<file path="config.mk">
export PLATFORM = sky130hd
export DESIGN_NAME = rx_frame_status_tx_enqueue
export DESIGN_NICKNAME = d
export VERILOG_FILES = /design/src/rx_frame_status_tx_enqueue_pkg.sv /design/src/rx_frame_status_tx_enqueue.sv
export VERILOG_INCLUDE_DIRS = /design/src
export SDC_FILE = /design/constraint.sdc
export NUM_CORES = 1
export LEC_CHECK = 0
export BUFFER_PORTS_ARGS = -buffer_cell sky130_fd_sc_hd__buf_4
export CORE_ASPECT_RATIO = 1.2
export CORE_MARGIN = 2
export CORE_UTILIZATION = 31
export CTS_CLUSTER_DIAMETER = 50
export DETAILED_ROUTE_END_ITERATION = 10
export PLACE_DENSITY = 0.54
export SLEW_MARGIN = 20
export SYNTH_ARGS = -nofsm -noshare
export SYNTH_HDL_FRONTEND = slang
export SYNTH_SLANG_ARGS = --single-unit
</file>
<file path="constraint.sdc">
create_clock -name clk -period 3.7 [get_ports clk]
set_clock_uncertainty 0.05 [all_clocks]
set_input_delay 0.74 -clock clk [delete_from_list [all_inputs] [get_ports clk]]
set_output_delay 0.74 -clock clk [all_outputs]
set_load 0.02 [all_outputs]
</file>
<file path="src/rx_frame_status_tx_enqueue_defines.svh">
`ifndef RX_FRAME_STATUS_TX_ENQUEUE_DEFINES_SVH
`define RX_FRAME_STATUS_TX_ENQUEUE_DEFINES_SVH

// register byte offsets (16-bit registers)
`define OFF_RX_FRAME_HEADER_STATUS     8'h7c
`define OFF_RX_FRAME_HEADER_BYTE_COUNT 8'h7e
`define OFF_TX_QUEUE_COMMAND           8'h80

// header status field positions
`define BIT_FRAME_VALID                15
`define BIT_FRAME_TYPE                 3
`define BIT_OVERSIZE                   2
`define BIT_RUNT                       1
`define BIT_FCS_ERROR                  0

// transmit command field positions
`define BIT_AUTO_ENQUEUE               2
`define BIT_MEMORY_MONITOR             1
`define BIT_MANUAL_ENQUEUE             0

// limits
`define LEN_TYPE_LIMIT                 16'h05dc
`define OVERSIZE_LIMIT                 12'h7d0
`define BYTE_COUNT_WIDTH               12
`define TX_COMMAND_RESET               16'h0000

`endif

</file>
<file path="src/rx_frame_status_tx_enqueue_pkg.sv">
package rx_frame_status_tx_enqueue_pkg;

    // per-frame result handed over by the receive engine
    typedef struct packed {
        logic        runt;
        logic        fcs_error;
        logic [15:0] length_type;
        logic [11:0] byte_count;
    } rx_frame_info_type;

    // register-port request
    typedef struct packed {
        logic        write;
        logic        read;
        logic [7:0]  address;
        logic [15:0] write_data;
    } reg_request_type;

    typedef enum logic [2:0] {
        ST_IDLE    = 3'b001,
        ST_PENDING = 3'b010,
        ST_SENDING = 3'b100
    } tx_state_type;

endpackage : rx_frame_status_tx_enqueue_pkg

</file>
<file path="src/rx_frame_status_tx_enqueue.sv">
// What this block does
// - frame-type flag is set when the length/type value exceeds 1500 and cleared otherwise.
// - oversize flag is set above 2000 bytes and such frames pass only with pass-bad-frames.
// - oversize is a flag only and never shortens the frame.
// - runt flag is set for collision-damaged or prematurely ended frames.
// - runt frames are queued only with pass-bad-frames, dropped otherwise.
// - header status bit 0 is set when the frame check sequence failed.
// - frames with a check sequence error are queued only with pass-bad-frames.
// - byte count register bits 11-0 give the frame size, bits 15-12 read zero.
// - status and count are captured only for a frame kept while none is held or in a release cycle, and may be read repeatedly.
// - writing auto-enqueue as 1 queues every prepared transmit frame automatically.
// - with the memory monitor set, the memory-available interrupt fires once free memory covers the request.
// - the memory monitor clears itself after the frame finishes transmitting.
// - writing manual-enqueue as 1 queues exactly one prepared frame.
// - manual-enqueue clears itself once that frame has been transmitted.
// - frame-valid is set while any kept frame is counted, including bad frames passed with pass-bad-frames.
`timescale 1ns/1ps
`include "rx_frame_status_tx_enqueue_defines.svh"

module rx_frame_status_tx_enqueue (
    // clock and reset
    input  wire logic                                   clk,
    input  wire logic                                   rst,
    // register port
    input  wire rx_frame_status_tx_enqueue_pkg::reg_request_type req,
    output logic [15:0]                                 read_data,
    // receive engine
    input  wire logic                                   frame_done,
    input  wire rx_frame_status_tx_enqueue_pkg::rx_frame_info_type frame_info,
    input  wire logic                                   pass_bad_frames,
    output logic                                        frame_accept,
    output logic                                        frame_drop,
    input  wire logic                                   frame_release,
    output logic [7:0]                                  received_frame_counter,
    // transmit engine
    input  wire logic [12:0]                            tx_memory_available,
    input  wire logic [12:0]                            next_frame_size_request,
    input  wire logic                                   tx_frame_ready,
    output logic                                        tx_enqueue,
    input  wire logic                                   tx_frame_sent,
    output logic                                        tx_memory_interrupt
);

    logic        frame_type_flag_reg, oversize_flag_reg, runt_flag_reg, fcs_error_flag_reg;
    logic        frame_valid_flag_reg;
    logic [11:0] received_byte_count_reg;
    logic [7:0]  count_reg;
    logic        auto_enqueue_enable_reg, tx_memory_monitor_reg, manual_enqueue_enable_reg;
    logic        monitor_fired_reg;
    rx_frame_status_tx_enqueue_pkg::tx_state_type state_reg, state_next;

    wire oversize_now   = frame_info.byte_count > `OVERSIZE_LIMIT;
    wire frame_is_bad   = frame_info.runt | frame_info.fcs_error | oversize_now;
    wire keep_frame     = frame_done & (~frame_is_bad | pass_bad_frames);
    wire release_one    = frame_release & (count_reg != 8'h00);
    wire wr_command     = req.write & (req.address == `OFF_TX_QUEUE_COMMAND);
    wire memory_ok      = tx_memory_available >= next_frame_size_request;
    wire manual_start   = manual_enqueue_enable_reg & (state_reg == rx_frame_status_tx_enqueue_pkg::ST_IDLE);
    wire auto_start     = auto_enqueue_enable_reg & tx_frame_ready;
    wire [15:0] status_word = {frame_valid_flag_reg, 11'h000, frame_type_flag_reg,
                               oversize_flag_reg, runt_flag_reg, fcs_error_flag_reg};
    wire [15:0] count_word  = {4'h0, received_byte_count_reg};
    wire [15:0] cmd_word    = {13'h0000, auto_enqueue_enable_reg, tx_memory_monitor_reg,
                               manual_enqueue_enable_reg};

    assign frame_accept           = keep_frame;
    assign frame_drop             = frame_done & ~keep_frame;
    assign received_frame_counter = count_reg;
    assign tx_enqueue             = (state_reg == rx_frame_status_tx_enqueue_pkg::ST_PENDING);
    assign read_data = (req.address == `OFF_RX_FRAME_HEADER_STATUS)     ? status_word :
                       (req.address == `OFF_RX_FRAME_HEADER_BYTE_COUNT) ? count_word  :
                       (req.address == `OFF_TX_QUEUE_COMMAND)           ? cmd_word    : 16'h0000;

    // status of the frame at the head stays until the host releases it
    always_ff @(posedge clk) begin
        if (rst) begin
            frame_type_flag_reg     <= 1'b0;
            oversize_flag_reg       <= 1'b0;
            runt_flag_reg           <= 1'b0;
            fcs_error_flag_reg      <= 1'b0;
            received_byte_count_reg <= 12'h000;
            frame_valid_flag_reg    <= 1'b0;
        end else if (keep_frame && (!frame_valid_flag_reg || release_one)) begin
            frame_type_flag_reg     <= frame_info.length_type > `LEN_TYPE_LIMIT;
            oversize_flag_reg       <= oversize_now;
            runt_flag_reg           <= frame_info.runt;
            fcs_error_flag_reg      <= frame_info.fcs_error;
            received_byte_count_reg <= frame_info.byte_count;
            frame_valid_flag_reg    <= 1'b1;
        end else if (release_one && count_reg == 8'h01) begin
            frame_valid_flag_reg    <= 1'b0;
        end
    end

    // counted frames; status captured only for a frame kept while none is held or at a release
    always_ff @(posedge clk) begin
        if (rst)
            count_reg <= 8'h00;
        else
            count_reg <= count_reg + {7'h00, keep_frame & (count_reg != 8'hff)}
                         - {7'h00, release_one};
    end

    // transmit command bits
    always_ff @(posedge clk) begin
        if (rst) begin
            auto_enqueue_enable_reg   <= 1'b0;
            tx_memory_monitor_reg     <= 1'b0;
            manual_enqueue_enable_reg <= 1'b0;
        end else begin
            if (wr_command)
                auto_enqueue_enable_reg <= req.write_data[`BIT_AUTO_ENQUEUE];
            if (wr_command && req.write_data[`BIT_MEMORY_MONITOR])
                tx_memory_monitor_reg <= 1'b1;
            else if (tx_frame_sent)
                tx_memory_monitor_reg <= 1'b0;
            if (wr_command && req.write_data[`BIT_MANUAL_ENQUEUE])
                manual_enqueue_enable_reg <= 1'b1;
            else if (tx_frame_sent && state_reg == rx_frame_status_tx_enqueue_pkg::ST_SENDING)
                manual_enqueue_enable_reg <= 1'b0;
        end
    end

    // one interrupt pulse per monitor arming
    always_ff @(posedge clk) begin
        if (rst) begin
            monitor_fired_reg   <= 1'b0;
            tx_memory_interrupt <= 1'b0;
        end else begin
            tx_memory_interrupt <= tx_memory_monitor_reg & memory_ok & ~monitor_fired_reg;
            if (!tx_memory_monitor_reg)
                monitor_fired_reg <= 1'b0;
            else if (memory_ok)
                monitor_fired_reg <= 1'b1;
        end
    end

    // enqueue sequencer: one frame per manual request, repeated while auto is set
    always_comb begin
        state_next = state_reg;
        case (state_reg)
            rx_frame_status_tx_enqueue_pkg::ST_IDLE:
                if (manual_start || auto_start)
                    state_next = rx_frame_status_tx_enqueue_pkg::ST_PENDING;
            rx_frame_status_tx_enqueue_pkg::ST_PENDING:
                state_next = rx_frame_status_tx_enqueue_pkg::ST_SENDING;
            rx_frame_status_tx_enqueue_pkg::ST_SENDING:
                if (tx_frame_sent)
                    state_next = rx_frame_status_tx_enqueue_pkg::ST_IDLE;
            default:
                state_next = rx_frame_status_tx_enqueue_pkg::ST_IDLE;
        endcase
    end

    always_ff @(posedge clk) begin
        if (rst)
            state_reg <= rx_frame_status_tx_enqueue_pkg::ST_IDLE;
        else
            state_reg <= state_next;
    end

    property p_type_flag;
        @(posedge clk) disable iff (rst)
        (keep_frame && !frame_valid_flag_reg) |=>
            frame_type_flag_reg == ($past(frame_info.length_type) > `LEN_TYPE_LIMIT);
    endproperty
    a_type_flag: assert property (p_type_flag) else $error("frame type flag wrong");

    property p_oversize;
        @(posedge clk) disable iff (rst)
        (keep_frame && !frame_valid_flag_reg) |=>
            oversize_flag_reg == ($past(frame_info.byte_count) > `OVERSIZE_LIMIT);
    endproperty
    a_oversize: assert property (p_oversize) else $error("oversize flag wrong");

    property p_no_truncate;
        @(posedge clk) disable iff (rst)
        (keep_frame && !frame_valid_flag_reg) |=>
            received_byte_count_reg == $past(frame_info.byte_count);
    endproperty
    a_no_truncate: assert property (p_no_truncate) else $error("byte count altered");

    property p_bad_drop;
        @(posedge clk) disable iff (rst)
        (frame_done && !pass_bad_frames &&
         (frame_info.runt || frame_info.fcs_error || oversize_now))
            |-> frame_drop && !frame_accept;
    endproperty
    a_bad_drop: assert property (p_bad_drop) else $error("bad frame not dropped");

    property p_fcs_pass;
        @(posedge clk) disable iff (rst)
        (frame_done && pass_bad_frames) |-> frame_accept;
    endproperty
    a_fcs_pass: assert property (p_fcs_pass) else $error("passed frame dropped");

    property p_runt_bit;
        @(posedge clk) disable iff (rst)
        (keep_frame && !frame_valid_flag_reg && frame_info.runt) |=> runt_flag_reg;
    endproperty
    a_runt_bit: assert property (p_runt_bit) else $error("runt flag missing");

    property p_count_reserved;
        @(posedge clk) disable iff (rst)
        (req.address == `OFF_RX_FRAME_HEADER_BYTE_COUNT) |-> read_data[15:12] == 4'h0;
    endproperty
    a_count_reserved: assert property (p_count_reserved) else $error("reserved bits set");

    property p_valid;
        @(posedge clk) disable iff (rst)
        frame_valid_flag_reg |-> count_reg != 8'h00;
    endproperty
    a_valid: assert property (p_valid) else $error("valid with no frame");

    property p_manual_clear;
        @(posedge clk) disable iff (rst)
        (state_reg == rx_frame_status_tx_enqueue_pkg::ST_SENDING && tx_frame_sent && !wr_command)
            |=> !manual_enqueue_enable_reg && !tx_memory_monitor_reg;
    endproperty
    a_manual_clear: assert property (p_manual_clear) else $error("self clear missing");

    property p_enqueue_once;
        @(posedge clk) disable iff (rst)
        tx_enqueue |=> !tx_enqueue;
    endproperty
    a_enqueue_once: assert property (p_enqueue_once) else $error("enqueue repeated");

    property p_monitor_irq;
        @(posedge clk) disable iff (rst)
        (tx_memory_monitor_reg && memory_ok && !monitor_fired_reg) |=> tx_memory_interrupt;
    endproperty
    a_monitor_irq: assert property (p_monitor_irq) else $error("interrupt missing");

endmodule : rx_frame_status_tx_enqueue

</file>
==> reports/summary.txt, run 1 <==
Ports placed on the boundary = 117
Slew Viols, Final = 0
Synth warn = 0
Yosys top cell area share = 0.279
Die X = 83.8 um
TritonCTS Sinks = 33
Total Nets Final = 495
Async S/R FF share, synth = 0
CTS Root Buffer Type = clkbuf_8
Skew-Pair Late Insertion Delay = 0.28 ns
Number of antenna repair diodes = 0
Initial antenna violation count = 0
DR pass1 iterations = 4
Max-Cap Viols = 0
Sequential-to-total area share from yosys stat = 0.279
Post-synth top area cell = dfxtp_1
Critical-path top delay cell = fa_1
CP arrival = 3.58 ns
Max reg flops = 12
Status = finished, final reports clean
Die Area = 8360 um2
Overflow after GRT = 0
Unrepaired setup endpoints after global routing = no
Max Fanout on Critical Path = 3
Vias in the first global route = 2166
Non-Filler Instances = 469
VDD IR max = 0.386 mV
Wire per inst = 12.5 um
Area contributors post-synth = dfxtp_1 28%, ha_1 14%, nand2b_1 8.5%
Placer Congestion = 0.762
Max Freq = 289 MHz
CTS Buf Count = 5
Area Overhead vs Synth = 40.4%
Top_reg_cell synth = dfxtp_1
Final Hold Viols = 0
Core Box Area = 7320 um2
First-pass GRT wire length = 9730 um
DR vias = 2164
Worst Path Required = 3.82 ns
CP max stage delay = 0.39 ns
Drt drc = 0
Share of layout cells above drive strength 1 = 0.317
Hold crit path type = reg2reg
Number of synthesized flops with an enable pin = 0
Design Power = 1540 uW
Postcts setup bufs = 0
CTS max path bufs = 2
Setup violations, final = 0
P per Cell Area = 462 nW/um2
# hold bufs at CTS = 0
CP Launch Type = input port
Final wirelength = 5860 um
Yosys reg bits = 33
Static Leak = 0.00162 uW
CP endpoint kind = flop
Cells after synthesis = 274
Port bufs = 99
CTS tree = yes
Hpwl dp = 4650 um
Num rows = 34
Min Tclk post-route = 3.46 ns
Largest net degree at the start of global routing = 52
Crit path kind = in2reg
Vias/cell = 4.61
Synth cell types = 50
# H-tree levels = 2
Hold Slack = 0.418 ns
Starting Density = 0.324
Initial DRC Count = 49
Die Y = 99.8 um
Final Util = 0.454
Tot GR Track Use = 0.142
Post-route ant nets = 0
Cell Chain, Critical Path = buf_4 -> nor4_2 -> nand3b_1 -> a2111oi_4 -> o21ai_1 -> o21bai_1 -> ha_1 -> inv_1 -> ha_1 -> fa_1 -> a21oi_1 -> o21bai_1 -> a21oi_1 -> or4_1 -> nand3_1
Placed Instances = 461
Mapped cell area = 2370 um2
Post-route clock period utilization = 0.936
Post-CTS Resized = 0
Average cell area after synthesis = 8.64 um2
Clock transition at path regs = 0.07 ns
worst max-delay path: cells and delay by family:
family,cells,cell delay [ns]
AOI/OAI and AO/OA,6,1.20
adders and majority gates,3,0.85
and+or+nand+nor,4,0.64
buffers and inverters,2,0.16
final cells by class:
cell class / instances / area (um2)
Clock inverter: 1 / 30.0
Sequential cell: 33 / 661
Clock buffer: 7 / 86.3
Inverter: 30 / 113
Fill cell: 745 / 3990
Tap cell: 90 / 113
Multi-Input combinational cell: 202 / 1530
Timing Repair Buffer: 106 / 796
power by group:
group          switching, uW  internal [uW]
combinational            349            376
sequential              52.0            410
clock                    130            220
synth_stat cells (2+ instances only):
cell type / instances
buf_4: 3
nor3_1: 2
nor2_1: 21
dfxtp_1: 33
ha_1: 27
nor4_1: 2
nand2b_1: 32
nor2b_1: 8
o21bai_1: 6
nand4_1: 4
o21ai_0: 8
nand2_1: 5
mux2_2: 2
a21oi_1: 15
clkbuf_1: 6
a31oi_1: 3
nand4b_1: 2
inv_1: 30
and2_1: 11
mux2i_1: 15
nor3b_1: 2
and4b_1: 2
a222oi_1: 3
nand3b_1: 2
a21o_1: 3
xnor2_1: 3
path summary, 6_finish.rpt:
kind         cells after the start                          end  slack (ns)                        start
max                             15    received_frame_counter[6]        0.24                frame_info[5]
min                              2  received_byte_count_reg[10]        0.42  received_byte_count_reg[10]
max reg2reg                     13    received_frame_counter[6]        1.01    received_frame_counter[2]
min reg2reg                      2  received_byte_count_reg[10]        0.42  received_byte_count_reg[10]
kinds of logic (layout without fill, tap and decap cells):
kind of cell	Yosys count	count (layout)	synth area share
AND/OR/NAND/NOR	101	101	0.254
AO/OA/AOI/OAI	49	49	0.147
buffers and inverters	41	144	0.0798
flip-flops	33	33	0.279
adder cells (fa/ha/maj)	28	28	0.151
multiplexers	17	17	0.0729
XOR/XNOR	4	4	0.0148
other	1	3	0.00158
layout by cell type, fill, tap and decap left out, types with 2 or more instances in the layout:
cell	synthesis	final
nand4_1	4	4
nor3_1	2	2
nor2_1	21	21
clkbuf_8	0	6
nor4_1	2	2
nand4b_1	2	2
nor3b_1	2	2
conb_1	1	3
a21oi_1	15	15
a222oi_1	3	3
a31oi_1	3	3
nand2_1	5	5
dfxtp_1	33	33
nand2b_1	32	32
buf_4	3	106
ha_1	27	27
mux2i_1	15	15
o21ai_0	8	7
nor2b_1	8	8
mux2_2	2	2
and2_1	11	11
a21o_1	3	3
nand3b_1	2	2
xnor2_1	3	3
inv_1	30	30
and4b_1	2	2
o21bai_1	6	6
stage by stage:
| stage | instance area, um2 | setup slack, ns | TNS [ns] |
|---|---|---|---|
| after global routing | 3320 | 0.0113 | 0 |
| after CTS | 3320 | 0.171 | 0 |
| final | 3320 | 0.238 | 0 |
| after global placement | 3210 | -0.0501 | -0.0596 |
| after detailed placement | 3210 | -0.109 | -0.180 |
| after floorplan | 2380 | 0.289 | 0 |
per-layer routing:
metal / up-vias / GRT usage / wire length (um)
li1: 1139 / - / -
met1: 960 / 0.179 / 2640
met2: 57 / 0.239 / 2800
met3: 8 / 0.0365 / 345
met4: 0 / 0.0422 / 68
met5: - / 0 / 0
Power figures use the tool's default switching activity.
==> run 2, diff against run 1 <==
Settings changed: CORE_ASPECT_RATIO 1.2 to not set, CORE_UTILIZATION 31 to 46, PLACE_DENSITY 0.54 to 0.76.
==> reports/summary.txt, run 2 (synthesis results as in run 1) <==
Status = finished, final reports clean
Largest net degree at the start of global routing = 52 (unchanged)
Crit Reg-Reg Startpoint = received_frame_counter[4]
Power share of the combinational group = 0.500 (+0.028)
Crit path kind = in2reg
Tot GR Track Use = 0.207 (+0.0645)
Setup violations, final = 0 (unchanged)
Max Freq = 294 MHz (+1.9%)
Worst Path Required = 3.83 ns (about the same)
Postcts setup bufs = 0 (unchanged)
Die Area = 5740 um2 (-31%)
Placed inst area = 3180 um2 (-0.78%)
CTS tree = yes
Overflow after GRT = 0 (unchanged)
# H-tree levels = 2 (unchanged)
Initial DRC Count = 91 (+86%)
Setup WS post-layout = 0.302 ns (+0.0639 ns)
Switch share = 0.366 (+0.0202)
Drt drc = 0 (unchanged)
Int Power = 916 uW (-8.9%)
Clock transition at path regs = 0.07 ns (about the same)
Final wirelength = 5590 um (-4.6%)
CTS Root Buffer Type = clkbuf_8
Static Leak = 0.00160 uW (-1.2%)
Worst R2R Path Depth = 13 (unchanged)
Final Util = 0.647 (+0.193)
CTS Buf Count = 5 (unchanged)
First-pass GRT wire length = 9170 um (-5.7%)
Share of layout cells above drive strength 1 = 0.311 (-0.00528)
Busiest grt layer = met2
DR pass1 iterations = 4 (unchanged)
Wire per inst = 12.4 um (-0.34%)
Met1 Track Usage GR = 0.250 (+0.0706)
Ports placed on the boundary = 117 (unchanged)
Vias/cell = 4.89 (+5.9%)
Setup crit end = received_frame_counter[6]
Die Y = 75.8 um (-24%)
Min Tclk post-route = 3.40 ns (-0.0639 ns)
Most frequent cells in the layout = 106 x buf_4, 33 x dfxtp_1, 32 x nand2b_1
TritonCTS Sinks = 33 (unchanged)
Sequential fraction of design power = 0.319 (+0.018)
Starting Density = 0.470 (+0.146)
Final Cell Area = 3260 um2 (-1.8%)
Origin of the worst setup path = frame_info[5]
CP Launch Type = input port
Commonest non-fill, non-tap cell in the layout = buf_4
Hpwl dp = 4460 um (-4.0%)
GR Layer Usage met2 = 0.370 (+0.131)
Reg-to-Reg End = received_frame_counter[6]
P per Cell Area = 443 nW/um2 (-4.2%)
VDD IR max = 0.495 mV (+28%)
Die X = 75.8 um (-9.6%)
Unrepaired setup endpoints after global routing = no
Setup slack, reg-to-reg = 1.03 ns (+0.02 ns)
Post-route clock period utilization = 0.918 (-0.0173)
Slew Viols, Final = 0 (unchanged)
# hold bufs at CTS = 0 (unchanged)
Core Box Area = 5040 um2 (-31%)
GR Util met3 = 0.0410 (+0.00449)
Post-CTS Resized = 0 (unchanged)
Setup TNS = 0 ns (unchanged)
Vias in the first global route = 2155 (-0.51%)
Max reg flops = 12 (unchanged)
Final Hold Viols = 0 (unchanged)
Total Nets Final = 495 (unchanged)
Area Overhead vs Synth = 37.8%
Port bufs = 99 (unchanged)
CTS max path bufs = 2 (unchanged)
Placer Congestion = 0.845 (+11%)
Max Fanout on Critical Path = 3 (unchanged)
Clock power frac = 0.182 (-0.045)
Max-Cap Viols = 0 (unchanged)
DR vias = 2194 (+1.4%)
Number of antenna repair diodes = 0 (unchanged)
CP arrival = 3.53 ns (-0.05 ns)
Final-layout fill cell count = 443 (-41%)
Hold crit path type = reg2reg
Post-route ant nets = 0 (unchanged)
Net Sw Power = 528 uW (-0.51%)
Post-placement worst setup slack = 0.0229 ns (+0.132 ns)
Initial antenna violation count = 0 (unchanged)
CP endpoint kind = flop
Num rows = 26 (-24%)
Skew-Pair Late Insertion Delay = 0.28 ns (about the same)
## run 2: worst min path at each step
stage                                           start                     endpoint  depth (start not counted)
after CTS                  received_byte_count_reg[8]   received_byte_count_reg[8]                          2
after detailed placement   received_byte_count_reg[5]   received_byte_count_reg[5]                          2
final                      received_byte_count_reg[5]   received_byte_count_reg[5]                          2
after global routing       received_byte_count_reg[4]   received_byte_count_reg[4]                          2
after floorplan           received_byte_count_reg[10]  received_byte_count_reg[10]                          2
after global placement     received_byte_count_reg[8]   received_byte_count_reg[8]                          2
## run 2: per-stage QoR
| stage | hold slack, ns | cells | power [uW] |
|---|---|---|---|
| finish | 0.423 | 449 | 1440 |
| CTS | 0.423 | 449 | 1450 |
| floorplan | 0.394 | 276 | 934 |
| detailed placement | 0.409 | 441 | 1180 |
| global placement | 0.405 | 441 | 1170 |
| global route | 0.439 | 449 | 1570 |
## run 2: critical path, stage by stage
cell and delay [ns]:
buf_4 0.12, nor4_2 0.26, nand3b_1 0.17, a2111oi_4 0.35
o21ai_0 0.17, o21bai_1 0.18, ha_1 0.27, inv_1 0.04
ha_1 0.20, fa_1 0.39, a21oi_1 0.16, o21bai_1 0.09
a21oi_1 0.19, or4_1 0.13, nand3_1 0.06
## run 2: final cells by class
cell class | count | area, um2 | share of cell area
inverters | 30 | 113 | 0.0345
clock buffers | 8 | 80.1 | 0.0245
flip-flops and latches | 33 | 661 | 0.202
multi-input cells | 202 | 1530 | 0.468
well taps | 70 | 87.6 | 0.0268
repair buffers | 106 | 796 | 0.244
## run 2: routing by layer
metal	wire length, um	share of wire	vias up
li1	-	-	1139
met1	2420	0.43	1001
met2	2850	0.51	52
met3	295	0.053	2
met4	29	0.0052	0
met5	0	0	-
## run 2: power groups by stage
| stage | Clock, uW | Sequential (uW) | Combinational, uW |
|---|---|---|---|
| floorplan | 0 | 499 | 435 |
| global placement | 0 | 467 | 700 |
| detailed placement | 0 | 467 | 717 |
| CTS | 264 | 460 | 726 |
| global route | 278 | 468 | 819 |
| finish | 262 | 461 | 722 |
==> run 3, diff against run 2 <==
Settings changed: CELL_PAD_IN_SITES_DETAIL_PLACEMENT set to 1, CELL_PAD_IN_SITES_GLOBAL_PLACEMENT set to 1, CORE_UTILIZATION 46 to 33, PLACE_DENSITY 0.76 to 0.77.
==> reports/summary.txt, run 3 (synthesis results as in run 1) <==
Static Leak = 0.00162 uW (+1.3%)
CP bufs+invs = 3 (+1)
Max Freq = 288 MHz (-2.1%)
Max Fanout on Critical Path = 3 (unchanged)
Area Overhead vs Synth = 40.9%
Post-route clock period utilization = 0.938 (+0.0193)
Vias/cell = 4.80 (-1.8%)
Postcts setup bufs = 0 (unchanged)
Ports placed on the boundary = 117 (unchanged)
Core Box Area = 6870 um2 (+36%)
Unrepaired setup endpoints after global routing = no
Total Nets Final = 495 (unchanged)
Die X = 88.7 um (+17%)
Final wirelength = 6710 um (+20%)
Cell Chain, Critical Path = buf_4 -> nor4_4 -> nand3b_1 -> a2111oi_4 -> o21ai_1 -> o21bai_1 -> ha_1 -> inv_1 -> ha_1 -> fa_1 -> a21oi_2 -> o21bai_2 -> buf_4 -> xnor2_1 -> nor2_1
Min Tclk post-route = 3.47 ns (+0.0713 ns)
Die Area = 7870 um2 (+37%)
Largest delay contributor family on the critical path = compound AO/OA/AOI/OAI gates
Num rows = 30 (+15%)
VDD IR max = 0.331 mV (-33%)
Worst Path Required = 3.81 ns (-0.02 ns)
CP Launch Type = input port
Largest net degree at the start of global routing = 52 (unchanged)
Skew-Pair Late Insertion Delay = 0.28 ns (about the same)
Int Power = 966 uW (+5.4%)
Actual slew at the worst max-slew pin = 0.553 ns
Final Hold Viols = 0 (unchanged)
Status = finished, final reports clean
Placer Congestion = 0.789 (-6.7%)
CP max stage delay = 0.41 ns (+0.02 ns)
Net Sw Power = 565 uW (+7.0%)
Final-layout fill cell count = 853 (+93%)
Hold path startpoint = received_byte_count_reg[10]
Post-route ant nets = 0 (unchanged)
TritonCTS Sinks = 33 (unchanged)
Slew HR = 0.631
Setup violations, final = 0 (unchanged)
Critical-path top delay cell = a2111oi_4
Overflow after GRT = 0 (unchanged)
Crit Reg-Reg Startpoint = received_frame_counter[4]
# H-tree levels = 2 (unchanged)
CP arrival = 3.58 ns (+0.05 ns)
CTS Root Buffer Type = clkbuf_8
Switch share = 0.369 (+0.00362)
Placed inst area = 3220 um2 (+1.0%)
Final Cell Area = 3340 um2 (+2.3%)
CTS tree = yes
Commonest non-fill, non-tap cell in the layout = buf_4
Vias in the first global route = 2386 (+11%)
Hpwl dp = 5360 um (+20%)
Initial antenna violation count = 0 (unchanged)
Clock power frac = 0.199 (+0.017)
Most frequent cells in the layout = 106 x buf_4, 33 x dfxtp_1, 32 x nand2b_1
Crit path kind = in2reg
Wire per inst = 14.1 um (+13%)
DR pass1 iterations = 4 (unchanged)
Sequential fraction of design power = 0.302 (-0.017)
Hold Slack = 0.425 ns (+0.00238 ns)
Starting Density = 0.345 (-0.125)
First-pass GRT wire length = 10800 um (+18%)
# hold bufs at CTS = 0 (unchanged)
Drt drc = 0 (unchanged)
Initial DRC Count = 64 (-30%)
CP endpoint kind = flop
Slew Viols, Final = 0 (unchanged)
CTS max path bufs = 2 (unchanged)
Tot GR Track Use = 0.176 (-0.0307)
Hold crit path type = reg2reg
Clock transition at path regs = 0.07 ns (about the same)
Origin of the worst setup path = frame_info[5]
Die Y = 88.7 um (+17%)
Port bufs = 99 (unchanged)
Share of layout cells above drive strength 1 = 0.327 (+0.0158)
Max reg flops = 12 (unchanged)
DR vias = 2280 (+3.9%)
Power share of the combinational group = 0.500 (about the same)
P per Cell Area = 459 nW/um2 (+3.6%)
CTS Buf Count = 5 (unchanged)
Number of antenna repair diodes = 0 (unchanged)
Max-Cap Viols = 0 (unchanged)
==> run 3: worst min-delay path: stages (launching register included) <==
cell and delay, ns:
dfxtp_1 0.31, nand2b_1 0.06, mux2i_1 0.06
==> run 3: what timing repair did <==
action	CTS	global route
setup endpoints to repair	0	3
hold endpoints to repair	0	0
resized for setup	0	5
==> run 3: power groups by stage <==
stage	Sequential (uW)	Clock, uW	Combinational, uW
finish	462	305	765
global placement	469	0	708
global route	473	331	853
CTS	464	316	752
detailed placement	470	0	738
floorplan	499	0	435
==> run 3: stage by stage <==
stage                     power [uW]  instances  utilization  setup TNS, ns  setup WS [ns]
after floorplan                  934        276            -              0          0.289
after global placement          1180        467        0.468              0         0.0186
after detailed placement        1210        467        0.468         -0.121        -0.0853
after CTS                       1530        475        0.483              0          0.114
after global routing            1660        475        0.486              0         0.0174
final                           1530        475        0.486              0          0.231
==> run 3: cell type report <==
class,instances,area (um2),share of cell area
clock buffers,7,96.3,0.0289
repair buffers,106,796,0.238
clock inverters,1,5.00,0.00150
multi-input cells,202,1550,0.463
well taps,96,120,0.0360
inverters,30,113,0.0337
flip-flops and latches,33,661,0.198
==> run 3: path summary, 6_finish.rpt <==
check                                endpoint  slack (ns)  depth (start not counted)
setup / recovery    received_frame_counter[4]        0.23                         15
hold / removal    received_byte_count_reg[10]        0.43                          2
setup reg to reg    received_frame_counter[4]        1.01                         13
hold reg to reg   received_byte_count_reg[10]        0.43                          2
==> run 3: layer usage <==
| metal | part of all wire | wire length (um) | up-vias | global-route usage |
|---|---|---|---|---|
| met5 | 0 | 0 | - | 0 |
| met4 | 0.0079 | 53 | 0 | 0.0455 |
| met3 | 0.054 | 363 | 4 | 0.0336 |
| met2 | 0.53 | 3560 | 56 | 0.330 |
| met1 | 0.41 | 2730 | 1078 | 0.203 |
| li1 | - | - | 1142 | - |
